## config.mk

```make
export PLATFORM = sky130hd
export DESIGN_NAME = lss_sequencer
export DESIGN_NICKNAME = d
export VERILOG_FILES = /design/src/lss_pkg.sv /design/src/lss_sequencer.sv
export SDC_FILE = /design/constraint.sdc
export NUM_CORES = 1
export LEC_CHECK = 0
export ABC_AREA = 1
export BUFFER_PORTS_ARGS = -buffer_cell sky130_fd_sc_hd__buf_4
export CORE_MARGIN = 4
export CORE_UTILIZATION = 55
export DETAILED_ROUTE_END_ITERATION = 6
export HOLD_SLACK_MARGIN = 0.06
export PLACE_DENSITY_LB_ADDON = 0.05
export SYNTH_ARGS = -nofsm -noshare
export SYNTH_HDL_FRONTEND = slang
export SYNTH_SLANG_ARGS = --single-unit
```

## constraint.sdc

```tcl
create_clock -name core_clk -period 2.55 [get_ports core_clk]
set_input_delay 0.255 -clock core_clk [delete_from_list [all_inputs] [get_ports core_clk]]
set_output_delay 0.255 -clock core_clk [all_outputs]
set_load 0.1 [all_outputs]
```

## src/lss_pkg.sv

```systemverilog
// How it works
// [RQ1] each programmer has thirty scheduled time discretes and one acceleration discrete
// [RQ2] each scheduled discrete is a momentary pulse or a held level
// [RQ3] a programmer asserts its acceleration discrete when sensed acceleration drops
// [RQ4] programmers a and b run side by side, b backing up a
// [RQ5] staging timer first issues stage one engine start on sensed deceleration
// [RQ6] after a fixed delay it issues booster separation and clears its time base
// [RQ7] it times from stage separation, issues shroud backup, clears time base again
// [RQ8] one further timed spare discrete follows the shroud backup
// [RQ9] control computer uses the discretes for gains, pitch rates and channels
// [RQ10] ground equipment drives the start discrete that starts both programmers
// [RQ11] each started programmer asserts a run verification discrete
// [RQ12] ignition selects dump level one; booster gain changes advance the other three
// [RQ13] roll done commands pitch rate one; nine more rates are programmable
// [RQ14] near booster end the ordnance bus enable is set and stays on
// [RQ15] staging timer and programmer b each issue engine start at threshold
// [RQ16] a fixed time later both redundantly issue booster separation
// [RQ17] either chamber pressure switch sets shutdown, separation and start together
// [RQ18] separation connector changes gains and pitch rate, starts timer time base two
// [RQ19] programmer a issues stage two shutdown on acceleration drop
// [RQ20] programmer a issues upper stage separation backup a fixed delay later
// [RQ21] the guidance unit issues its own backup stage two shutdown
// [RQ22] the booster acceleration threshold is 1.5 g
// [RQ23] upper stage separation backup follows stage two shutdown by 7.4 s
// [RQ24] each time base counts fixed ticks; timed discretes compare to constants
// [RQ25] discrete inputs are synchronised and edge detected, acting exactly once
package lss_pkg;

    // ----------------------------------------------------------------
    // clock and time base
    // ----------------------------------------------------------------
    localparam int unsigned CLK_PERIOD_NS = 20;
    localparam int unsigned TICK_NS       = 1000000;     // one time base tick, 1 ms
    localparam int unsigned TICK_CYCLES   = TICK_NS / CLK_PERIOD_NS;
    localparam int unsigned TICK_MS       = TICK_NS / 1000000;
    localparam int          DIV_W         = 16;
    localparam int          TB_W          = 20;
    localparam int          NUM_DISC      = 30;

    // ----------------------------------------------------------------
    // schedule of the thirty programmer discretes, in ms from start
    // ----------------------------------------------------------------
    localparam int unsigned           SCHED_BASE_MS = 32'h0000_1388; // 5000 ms
    localparam int unsigned           SCHED_STEP_MS = 32'h0000_3a98; // 15000 ms
    localparam logic [NUM_DISC-1:0]   SCHED_HOLD    = 30'h2aaa_aaaa; // 1 = held level
    localparam int unsigned           GAIN_LO       = 0;             // booster gain slots
    localparam int unsigned           GAIN_HI       = 2;
    localparam int unsigned           PITCH_LO      = 3;             // pitch step slots
    localparam int unsigned           PITCH_HI      = 11;
    localparam logic [3:0]            PITCH_MAX     = 4'ha;          // ten rates

    // ----------------------------------------------------------------
    // fixed times, ms, and their tick counts
    // ----------------------------------------------------------------
    localparam int unsigned ORD_EN_MS      = 32'h0001_24f8;  // 75 s
    localparam int unsigned ACC_EN_B_MS    = 32'h0001_7700;  // 96 s
    localparam int unsigned ACC_EN_A_MS    = 32'h0006_e5a0;  // 452 s
    localparam int unsigned SEP01_MS       = 32'h0000_2ee0;  // 12 s
    localparam int unsigned SHROUD_MS      = 32'h0000_7148;  // 29 s
    localparam int unsigned SPARE_MS       = 32'h0000_2710;  // 10 s
    localparam int unsigned UPPER_SEP_MS   = 32'h0000_1ce8;  // 7.4 s
    localparam logic [TB_W-1:0] ORD_EN_TICKS    = TB_W'(ORD_EN_MS / TICK_MS);
    localparam logic [TB_W-1:0] ACC_EN_B_TICKS  = TB_W'(ACC_EN_B_MS / TICK_MS);
    localparam logic [TB_W-1:0] ACC_EN_A_TICKS  = TB_W'(ACC_EN_A_MS / TICK_MS);
    localparam logic [TB_W-1:0] SEP01_TICKS     = TB_W'(SEP01_MS / TICK_MS);
    localparam logic [TB_W-1:0] SHROUD_TICKS    = TB_W'(SHROUD_MS / TICK_MS);
    localparam logic [TB_W-1:0] SPARE_TICKS     = TB_W'(SPARE_MS / TICK_MS);
    localparam logic [TB_W-1:0] UPPER_SEP_TICKS = TB_W'(UPPER_SEP_MS / TICK_MS);

    // ----------------------------------------------------------------
    // acceleration thresholds, milli-g
    // ----------------------------------------------------------------
    localparam logic [15:0] ACC_STAGE0_MG = 16'h05dc;        // 1.5 g
    localparam logic [15:0] ACC_STAGE2_MG = 16'h03e8;        // 1.0 g

    // ----------------------------------------------------------------
    // staging timer phases and module state
    // ----------------------------------------------------------------
    typedef enum logic [2:0] {
        ST_IDLE = 3'b000,
        ST_TB1  = 3'b001,
        ST_WAIT = 3'b010,
        ST_TB2  = 3'b011,
        ST_TB3  = 3'b100,
        ST_DONE = 3'b101
    } lss_st_phase_t;

    typedef struct packed {
        logic [DIV_W-1:0]    div;
        logic                tick;
        logic [2:0]          start_s;
        logic [2:0]          ign_s;
        logic [2:0]          roll_s;
        logic [2:0]          sep_s;
        logic [2:0]          cps1_s;
        logic [2:0]          cps2_s;
        logic                low_b;
        logic                low_b_d;
        logic                low_a;
        logic                low_a_d;
        logic                run_a;
        logic                run_b;
        logic [TB_W-1:0]     tb_a;
        logic [TB_W-1:0]     tb_b;
        logic [NUM_DISC-1:0] disc_a;
        logic [NUM_DISC-1:0] disc_b;
        logic                acc_a;
        logic                acc_b;
        logic [TB_W-1:0]     tb2_a;
        logic [TB_W-1:0]     tb2_b;
        logic                upper_sep;
        logic                pb_sep01;
        lss_st_phase_t       st_phase;
        logic [TB_W-1:0]     st_tb;
        logic                st_eng_start;
        logic                st_sep01;
        logic                st_shroud;
        logic                st_spare;
        logic                s1_sd;
        logic                s12_sep;
        logic                s2_start;
        logic [1:0]          dump_lvl;
        logic                dump_act;
        logic [3:0]          pitch;
        logic                gain_chg;
        logic                ord_en;
    } lss_state_t;

    localparam lss_state_t STATE_RST = '0;

endpackage

```

## src/lss_sequencer.sv

```systemverilog
module lss_sequencer #(
    parameter int unsigned TICK_CYCLES = lss_pkg::TICK_CYCLES
) (
    input  wire logic                         core_clk,        // system clock, 50 MHz
    input  wire logic                         rst_n,           // async reset, active low
    input  wire logic                         start_disc,      // ground start discrete
    input  wire logic                         ignition_disc,   // ground booster ignition
    input  wire logic                         roll_done_disc,  // roll maneuver complete
    input  wire logic                         sep_conn_disc,   // stage separation connector
    input  wire logic                         cps_1,           // chamber pressure switch 1
    input  wire logic                         cps_2,           // chamber pressure switch 2
    input  wire logic [15:0]                  accel_mg,        // sensed acceleration, mg
    output logic [lss_pkg::NUM_DISC-1:0]      prog_a_disc,     // programmer a timed
    output logic [lss_pkg::NUM_DISC-1:0]      prog_b_disc,     // programmer b timed
    output logic                              run_verify_a,    // programmer a running
    output logic                              run_verify_b,    // programmer b running
    output logic                              prog_a_accel,    // stage two shutdown
    output logic                              prog_b_accel,    // backup engine start
    output logic                              upper_sep_bu,    // upper stage sep backup
    output logic                              prog_b_sep01,    // booster sep, programmer b
    output logic                              engine_start_st, // engine start, timer
    output logic                              sep01_st,        // booster sep, timer
    output logic                              shroud_bu_st,    // shroud sep backup
    output logic                              spare_st,        // spare timed discrete
    output logic                              s1_shutdown,     // stage one shutdown
    output logic                              s12_separation,  // stage one/two sep
    output logic                              s2_start,        // stage two start
    output logic [1:0]                        dump_level,      // injectant dump level
    output logic                              dump_active,     // dump sequence running
    output logic [3:0]                        pitch_rate,      // selected pitch rate
    output logic                              gain_change,     // gain change pulse
    output logic                              ordnance_bus_en  // ordnance power bus
);

    lss_pkg::lss_state_t q;
    lss_pkg::lss_state_t n;

    logic                         start_evt;
    logic                         ign_evt;
    logic                         roll_evt;
    logic                         sep_evt;
    logic                         cps_evt;
    logic                         drop_b_evt;
    logic                         drop_a_evt;
    logic [lss_pkg::NUM_DISC-1:0] dv_a;
    logic [lss_pkg::NUM_DISC-1:0] dv_b;
    logic [lss_pkg::NUM_DISC-1:0] rise_a;

    // ----------------------------------------------------------------
    // helpers
    // ----------------------------------------------------------------
    function automatic logic [lss_pkg::TB_W-1:0] sched_ms(input int unsigned i);
        return lss_pkg::TB_W'((lss_pkg::SCHED_BASE_MS + i * lss_pkg::SCHED_STEP_MS)
                              / lss_pkg::TICK_MS);
    endfunction

    function automatic logic [lss_pkg::NUM_DISC-1:0] disc_vec(
        input logic                    run,
        input logic [lss_pkg::TB_W-1:0] tb
    );
        logic [lss_pkg::NUM_DISC-1:0] v;
        v = '0;
        for (int unsigned i = 0; i < lss_pkg::NUM_DISC; i++) begin
            v[i] = run && (lss_pkg::SCHED_HOLD[i] ? (tb >= sched_ms(i)) : (tb == sched_ms(i)));
        end
        return v;
    endfunction

    function automatic logic [lss_pkg::TB_W-1:0] inc_sat(
        input logic [lss_pkg::TB_W-1:0] tb,
        input logic                     tick
    );
        return (tick && (tb != '1)) ? tb + 1'b1 : tb;
    endfunction

    function automatic logic rise(input logic [2:0] s);
        return s[1] & ~s[2];
    endfunction

    // ----------------------------------------------------------------
    // input events
    // ----------------------------------------------------------------
    // [RQ25] edge after sync
    assign start_evt  = rise(q.start_s);
    assign ign_evt    = rise(q.ign_s);
    assign roll_evt   = rise(q.roll_s);
    assign sep_evt    = rise(q.sep_s);
    assign cps_evt    = rise(q.cps1_s) | rise(q.cps2_s);
    // [RQ3] acceleration drop edges
    assign drop_b_evt = q.low_b & ~q.low_b_d;
    assign drop_a_evt = q.low_a & ~q.low_a_d;
    // [RQ1] scheduled discrete vectors
    assign dv_a   = disc_vec(q.run_a, q.tb_a);
    assign dv_b   = disc_vec(q.run_b, q.tb_b);
    assign rise_a = dv_a & ~q.disc_a;

    // ----------------------------------------------------------------
    // next state
    // ----------------------------------------------------------------
    // tick divider, synchronisers and both programmers
    always_comb begin
        n = q;
        // [RQ24] fixed rate tick
        n.tick = 1'b0;
        if (q.div == lss_pkg::DIV_W'(TICK_CYCLES - 1)) begin
            n.div  = '0;
            n.tick = 1'b1;
        end else begin
            n.div = q.div + 1'b1;
        end
        // [RQ25] two stage sync
        n.start_s = {q.start_s[1:0], start_disc};
        n.ign_s   = {q.ign_s[1:0], ignition_disc};
        n.roll_s  = {q.roll_s[1:0], roll_done_disc};
        n.sep_s   = {q.sep_s[1:0], sep_conn_disc};
        n.cps1_s  = {q.cps1_s[1:0], cps_1};
        n.cps2_s  = {q.cps2_s[1:0], cps_2};
        // [RQ22] booster threshold
        n.low_b   = accel_mg <= lss_pkg::ACC_STAGE0_MG;
        n.low_b_d = q.low_b;
        n.low_a   = accel_mg <= lss_pkg::ACC_STAGE2_MG;
        n.low_a_d = q.low_a;

        // [RQ4] both programmers start
        if (start_evt) begin
            n.run_a = 1'b1;
            n.run_b = 1'b1;
            n.tb_a  = '0;
            n.tb_b  = '0;
        end else begin
            n.tb_a = q.run_a ? inc_sat(q.tb_a, q.tick) : q.tb_a;
            n.tb_b = q.run_b ? inc_sat(q.tb_b, q.tick) : q.tb_b;
        end
        // [RQ2] pulse or held level
        n.disc_a = dv_a;
        n.disc_b = dv_b;

        // [RQ15] programmer b engine start
        if (drop_b_evt && q.run_b && !q.acc_b && q.tb_b >= lss_pkg::ACC_EN_B_TICKS) begin
            n.acc_b = 1'b1;
            n.tb2_b = '0;
        end else if (q.acc_b) begin
            n.tb2_b = inc_sat(q.tb2_b, q.tick);
        end
        // [RQ16] programmer b booster sep
        if (q.acc_b && q.tb2_b == lss_pkg::SEP01_TICKS) begin
            n.pb_sep01 = 1'b1;
        end

        // [RQ19] programmer a stage two shutdown
        if (drop_a_evt && q.run_a && !q.acc_a && q.tb_a >= lss_pkg::ACC_EN_A_TICKS) begin
            n.acc_a = 1'b1;
            n.tb2_a = '0;
        end else if (q.acc_a) begin
            n.tb2_a = inc_sat(q.tb2_a, q.tick);
        end
        // [RQ20] delayed upper stage sep
        // [RQ23] 7.4 s after shutdown
        if (q.acc_a && q.tb2_a == lss_pkg::UPPER_SEP_TICKS) begin
            n.upper_sep = 1'b1;
        end

        // staging timer sequence
        case (q.st_phase)
            lss_pkg::ST_IDLE: begin
                // [RQ5] deceleration start
                if (q.ord_en && drop_b_evt) begin
                    n.st_eng_start = 1'b1;
                    n.st_tb        = '0;
                    n.st_phase     = lss_pkg::ST_TB1;
                end
            end
            lss_pkg::ST_TB1: begin
                // [RQ6] sep then clear
                if (q.st_tb == lss_pkg::SEP01_TICKS) begin
                    n.st_sep01 = 1'b1;
                    n.st_tb    = '0;
                    n.st_phase = lss_pkg::ST_WAIT;
                end else begin
                    n.st_tb = inc_sat(q.st_tb, q.tick);
                end
            end
            lss_pkg::ST_WAIT: begin
                // [RQ18] second time base
                if (sep_evt) begin
                    n.st_tb    = '0;
                    n.st_phase = lss_pkg::ST_TB2;
                end
            end
            lss_pkg::ST_TB2: begin
                // [RQ7] shroud backup then clear
                if (q.st_tb == lss_pkg::SHROUD_TICKS) begin
                    n.st_shroud = 1'b1;
                    n.st_tb     = '0;
                    n.st_phase  = lss_pkg::ST_TB3;
                end else begin
                    n.st_tb = inc_sat(q.st_tb, q.tick);
                end
            end
            lss_pkg::ST_TB3: begin
                // [RQ8] spare discrete
                if (q.st_tb == lss_pkg::SPARE_TICKS) begin
                    n.st_spare = 1'b1;
                    n.st_phase = lss_pkg::ST_DONE;
                end else begin
                    n.st_tb = inc_sat(q.st_tb, q.tick);
                end
            end
            lss_pkg::ST_DONE: begin
                n.st_phase = lss_pkg::ST_DONE;
            end
            default: begin
                n.st_phase = lss_pkg::ST_IDLE;
            end
        endcase

        // [RQ17] simultaneous staging set
        if (cps_evt) begin
            n.s1_sd    = 1'b1;
            n.s12_sep  = 1'b1;
            n.s2_start = 1'b1;
        end

        // [RQ12] dump level sequence
        if (ign_evt) begin
            n.dump_act = 1'b1;
            n.dump_lvl = 2'h0;
        end else if (q.dump_act && |rise_a[lss_pkg::GAIN_HI:lss_pkg::GAIN_LO]
                     && q.dump_lvl != 2'h3) begin
            n.dump_lvl = q.dump_lvl + 2'h1;
        end

        // [RQ18] gain change pulse
        n.gain_chg = sep_evt;
        // [RQ13] pitch rate steps
        if (roll_evt && q.pitch == 4'h0) begin
            n.pitch = 4'h1;
        end else if (q.pitch != 4'h0 && q.pitch != lss_pkg::PITCH_MAX
                     && (|rise_a[lss_pkg::PITCH_HI:lss_pkg::PITCH_LO] || sep_evt)) begin
            n.pitch = q.pitch + 4'h1;
        end

        // [RQ14] sticky ordnance bus
        if ((q.run_a && q.tb_a >= lss_pkg::ORD_EN_TICKS)
            || (q.run_b && q.tb_b >= lss_pkg::ORD_EN_TICKS)) begin
            n.ord_en = 1'b1;
        end
    end

    // state register
    always_ff @(posedge core_clk or negedge rst_n) begin
        if (!rst_n) begin
            q <= lss_pkg::STATE_RST;
        end else begin
            q <= n;
        end
    end

    // ----------------------------------------------------------------
    // outputs
    // ----------------------------------------------------------------
    // all outputs straight from the state register
    assign prog_a_disc     = q.disc_a;
    assign prog_b_disc     = q.disc_b;
    // [RQ11] run verification
    assign run_verify_a    = q.run_a;
    assign run_verify_b    = q.run_b;
    assign prog_a_accel    = q.acc_a;
    assign prog_b_accel    = q.acc_b;
    assign upper_sep_bu    = q.upper_sep;
    assign prog_b_sep01    = q.pb_sep01;
    assign engine_start_st = q.st_eng_start;
    assign sep01_st        = q.st_sep01;
    assign shroud_bu_st    = q.st_shroud;
    assign spare_st        = q.st_spare;
    assign s1_shutdown     = q.s1_sd;
    assign s12_separation  = q.s12_sep;
    assign s2_start        = q.s2_start;
    assign dump_level      = q.dump_lvl;
    assign dump_active     = q.dump_act;
    assign pitch_rate      = q.pitch;
    assign gain_change     = q.gain_chg;
    assign ordnance_bus_en = q.ord_en;
endmodule // lss_sequencer

```

Word level (Yosys, flattened, before mapping)
Cells that the tools add are included.
{ "word_totals": {"reg_bits": 221, "in_bits": 24, "output_inout_bits": 82, "wordCells": 290} }
{ "op_classes": {"add_sub_neg": 8, "magnitude_cmp": 36, "eq_ne": 54, "muxes": 28, "bitwise_logic": 19, "reduce_logical": 110} }
{ "op_table": {"columns": ["cell", "count"], "rows": [
  ["two-way mux 20 bit", 14],
  ["greater-or-equal comparator 20 x 19 -> 1 bit (second input constant)", 13],
  ["== test 20 x 19 -> 1 bit (second input constant)", 12],
  ["greater-or-equal comparator 20 x 18 -> 1 bit (second input constant)", 10],
  ["== test 20 x 18 -> 1 bit (second input constant)", 8],
  ["greater-or-equal comparator 20 x 17 -> 1 bit (second input constant)", 7],
  ["adder 20 x 1 -> 20 bit (second input constant)", 5],
  ["!= test 20 bit (second input constant)", 5],
  ["one-hot mux 20 bit (5 select lines)", 1],
  ["logical AND 1 bit", 81],
  ["== test 20 x 16 -> 1 bit (second input constant)", 4],
  ["== test 20 x 17 -> 1 bit (second input constant)", 4],
  ["== test 20 x 13 -> 1 bit (second input constant)", 3],
  ["== test 20 x 14 -> 1 bit (second input constant)", 3],
  ["greater-or-equal comparator 20 x 15 -> 1 bit (second input constant)", 2],
  ["greater-or-equal comparator 20 x 16 -> 1 bit (second input constant)", 2],
  ["two-way mux 40 bit", 1],
  ["two-way mux 24 bit", 1],
  ["two-way mux 23 bit", 1],
  ["== test 20 x 15 -> 1 bit (second input constant)", 1],
  ["one-hot mux 3 bit (6 select lines)", 1],
  ["nonzero test 2 bit", 9],
  ["adder 16 x 1 -> 16 bit (second input constant)", 1],
  ["== test 16 bit (second input constant)", 1],
  ["other kinds (30)", 65]
]} }

Depth between registers and ports, before layout
{ "depth": {"depth_word": 8, "depth_mapped": 17, "mapped_depth_nobuf": 16} }

Worst setup path after synthesis
Ideal clock, no wire load.
{ "synth_path": {"kind": "reg2reg", "start": "register, netlist name run_verify_b", "end": "register q[180] in the netlist's numbering", "setup_time_ns": 0.071, "arrival_time_ns": 2.114, "required_time_ns": 2.479, "slack_ns": 0.365, "stages_incl_launch_ff": 12, "n_path_buf": 1, "synth_period_minus_slack_ns": 2.185, "cell_sequence": "dfrtp_1 -> buf_2 -> nand2_1 -> inv_1 -> nand2_1 -> nand2_2 -> nand2_1 -> nor2_2 -> nand2_2 -> o21ai_1 -> nand2_1 -> nor2_1"} }
{ "synth_rtl": {"columns": ["item", "line_no", "source"], "rows": [
  ["end signal, assigned", "lss_sequencer.sv:253", "q <= lss_pkg::STATE_RST;"],
  ["end signal, assigned", "lss_sequencer.sv:255", "q <= n;"],
  ["end, declared", "lss_sequencer.sv:35", "lss_pkg::lss_state_t q;"]
]} }

Worst setup path after layout
{ "layout_path": {"start": "register q[177] in the netlist's numbering", "end": "register q (netlist bit prog_a_accel)"} }
{ "layout_via": {"elab_chain_cells": 2} }
{ "layout_lines": {"columns": ["item", "line_no", "source"], "rows": [
  ["greater-or-equal comparator 20 x 19 -> 1 bit", "lss_sequencer.sv:151", "if (drop_a_evt && q.run_a && !q.acc_a && q.tb_a >= lss_pkg::ACC_EN_A_TICKS) begin"],
  ["logical AND 1 bit", "lss_sequencer.sv:151", null]
]} }
No other way between the ends.
A chain may end at the register's enable or synchronous reset.

==> results.md <==
* Post-route minimum period at 2.328 ns
* Seq cells post-synth at 221
* Worst Path Class, Setup: flop to flop
* Final Wtd Congestion at 1.088
* Flop pwr share at 46.1%
* Cell Area, Placed at 13,980 um2
* Commonest non-fill, non-tap cell in the layout: nand2_1
* CP max-delay cell: dfrtp_1
* Unrepaired setup endpoints after global routing: false
* WL per Instance at between 15 and 20 um
* Num rows at 56
* Avg Inst Size Synth at 7.593 um2
* DIE HEIGHT at ~160 um
* Crit. End Element: flop
* Met1 usage at 39.10%
* Fin. Hold Viols at 0
* CP top delay family: simple AND/OR/NAND/NOR gates
* Die area at around 27,000 um2
* Netlist cell types at 66
* Post-synth top area cell: dfrtp_1
* Cts bufs inserted at 25
* Cell-internal power at just under 6 mW
* Worst Path Arrival at 2.74 ns
* Clock sinks at 221
* Share of layout cells above drive strength 1 at 14.43%
* Nets at 1,857
* CTS tree: built
* Hold Crit Class: input port to async pin
* Met3 GRT Util at 3.634%
* Final Cycle Share at 91.29%
* VDD IR max at 0.5475 mV
* Crit-path max cell delay at around 0.48 ns
* Design Area, Final at ~15,000 um2
* Final Routed Wirelength at between 30,000 and 40,000 um
* First-pass GRT wire length at 59,860 um
* Overflow after GRT at 0
* Max_cap viols at 0
* GRT met2 Usage at 42.93%
* Fraction of registers with async set/reset at 100.0%
* Final ANT Viol Nets at 0
* FMAX at 0.4296 GHz
* Worst Tran Pin Value at 0.7882 ns
* Warnings from Yosys at 0
* # setup viols final at 0
* Total iterations of the first detailed-routing run at 6
* Clk slew on worst S/H paths at 0.06 ns
* Vias in the first global route at 11,590
* CP Max Fanout at 17
* Slew headroom at 46.09%
* TNS Setup at 0 ns
* CP Data Required Time at between 2 and 3 ns
* Most frequent cells in the layout: 307 x nand2_1, 221 x dfrtp_1, 211 x nor2_1
* PD cells at 530.7 nW/um2
* # port buffers at 105
* GRT Resource Usage Total at a little over a quarter
* DR vias/cell at 5.721
* Root Buffer: clkbuf_16
* # diodes at 0
* CP Buf/Inv Count at 4
* Boundary Pins at 106
* Iteration-0 DRC Markers at 1,251
* Starting density of the core at roughly 56%
* Synthesized area at roughly 13,000 um2
* Die X at 163.6 um
* Switching share of power at 25.43%
* Antenna violations before repair at 0
* Slew Limit Fails at 0
* Outcome: complete, no violations
* Util after Layout at approximately 63%
* H-tree levels at 1
* Largest net degree at the start of global routing at 73
* GR peak layer: met2
* Post-synth top area share at 41.53%
* Sequential share of the synthesized area at between 40% and 50%
* Syn-to-layout area delta at 12.05%
* Synthesized netlist net count at 1,793
* Cells along the critical path: nand2_2, inv_2, nand2_1, inv_2, a21oi_1, nand2_1, nand2_2, buf_4, inv_1, or2_2
* Clk pwr share at 44.9%
* CP startpoint kind: flop
* DP HPWL at 27,870 um
* Vias post-DR at 12,340
* Clock Path Buffers at 3
* Ranking of synthesized cells by area: dfrtp_1 42%, nand2_1 8.7%, nor2_1 5.9%, nand3_1 5.8%, inv_1 5.7%
* Post_cts resized at 0
* Core box area at about 24,000 um2
* EDFF count, synth at 0
* Residual DRC at 0
* Main flop type after synthesis: dfrtp_1
* Leak Pwr at 6.953 nW
* Worst-skew pair later-pin latency at 0.53 ns
* Psw at a little over 2 mW
* Clk_skew at roughly 0.016 ns
* Comb pwr share at 9.1%
* Gate count of the mapped netlist at 1,754
## cells by family after synthesis
family,after synthesis,synth area share (%)
adders and majority gates,15,1.409
and+or+nand+nor,918,32.38
buffers and inverters,342,12.50
DFF,221,41.53
AOI/OAI and AO/OA,219,9.630
xor gates and xnor gates,39,2.565
## state kept, by name, indices dropped and copies added, names as in the netlist, 2 cells and up
register / flops
prog_b_disc: 30
n: 14
prog_a_disc: 30
q: 128
dump_level: 2
pitch_rate: 4
## power by group through the flow
stage                     clock network (mW)  logic, mW  registers, mW
after detailed placement                   0      0.709           3.71
after floorplan                            0      0.535           3.70
final                                   3.55      0.718           3.65
after global routing                    3.77      0.781           3.66
after CTS                               3.63      0.725           3.65
after global placement                     0      0.695           3.71
## synthesized netlist by cell type, drive strengths merged (15+ instances only)
| master | count |
|---|---|
| nor4 | 43 |
| nand3 | 155 |
| dfrtp | 221 |
| ha | 15 |
| buf | 104 |
| inv | 229 |
| nand2 | 335 |
| o21ai | 90 |
| a21oi | 72 |
| nand4 | 68 |
| nor3 | 73 |
| xor2 | 29 |
| nor2 | 228 |
## final cells by class
| cell class | count | area (um2) |
|---|---|---|
| Multi-Input combinational cell | 1191 | 6123 |
| Fill cell | 2131 | 8690 |
| Timing Repair Buffer | 147 | 1166 |
| Clock buffer | 40 | 762.0 |
| Tap cell | 319 | 399.1 |
| Clock inverter | 6 | 63.81 |
| Inverter | 232 | 878.3 |
| Sequential cell | 221 | 5530 |
## metrics by stage
stage | power (mW) | hold slack [ns] | setup slack (ns) | cells
final | 7.920 | 0.3007 | 0.2222 | 2156
after global routing | 8.210 | 0.3512 | 0.08135 | 2156
after CTS | 7.999 | 0.3087 | 0.2381 | 2156
after detailed placement | 4.421 | 0.2663 | 0.2637 | 2098
after global placement | 4.402 | 0.2606 | 0.2376 | 2098
after floorplan | 4.234 | -0.04059 | 0.3645 | 1754
## path summary, 6_finish.rpt
kind | cells after the start | to | slack, ns | startpoint
max reg2reg | 10 | prog_a_accel$_DFFE_PN0P_ | 0.22 | q[177]$_DFFE_PN0P_
max | 10 | prog_a_accel$_DFFE_PN0P_ | 0.22 | q[177]$_DFFE_PN0P_
max in group asynchronous | 3 | q[60]$_DFFE_PN0P_ | 1.48 | rst_n
min reg2reg | 0 | n[191]$_DFF_PN0_ | 0.35 | n[190]$_DFF_PN0_
min in group core_clk | 0 | n[191]$_DFF_PN0_ | 0.35 | n[190]$_DFF_PN0_
min | 2 | q[194]$_DFF_PN0_ | 0.30 | rst_n
## routing by layer
metal / routed length (um) / vias up
li1: - / 5898
met1: 16090 / 5726
met2: 16570 / 603
met3: 2957 / 108
met4: 1329 / 0
met5: 0 / -
## timing repair
| action | 4_1_cts | 5_1_grt |
|---|---|---|
| buffers inserted | 0 | 0 |
| hold buffers | 12 | 0 |
| endpoints found under the hold margin | 77 | 0 |
| endpoints found under the setup margin | 0 | 0 |
Note: power is estimated with default switching activity, not from simulation.
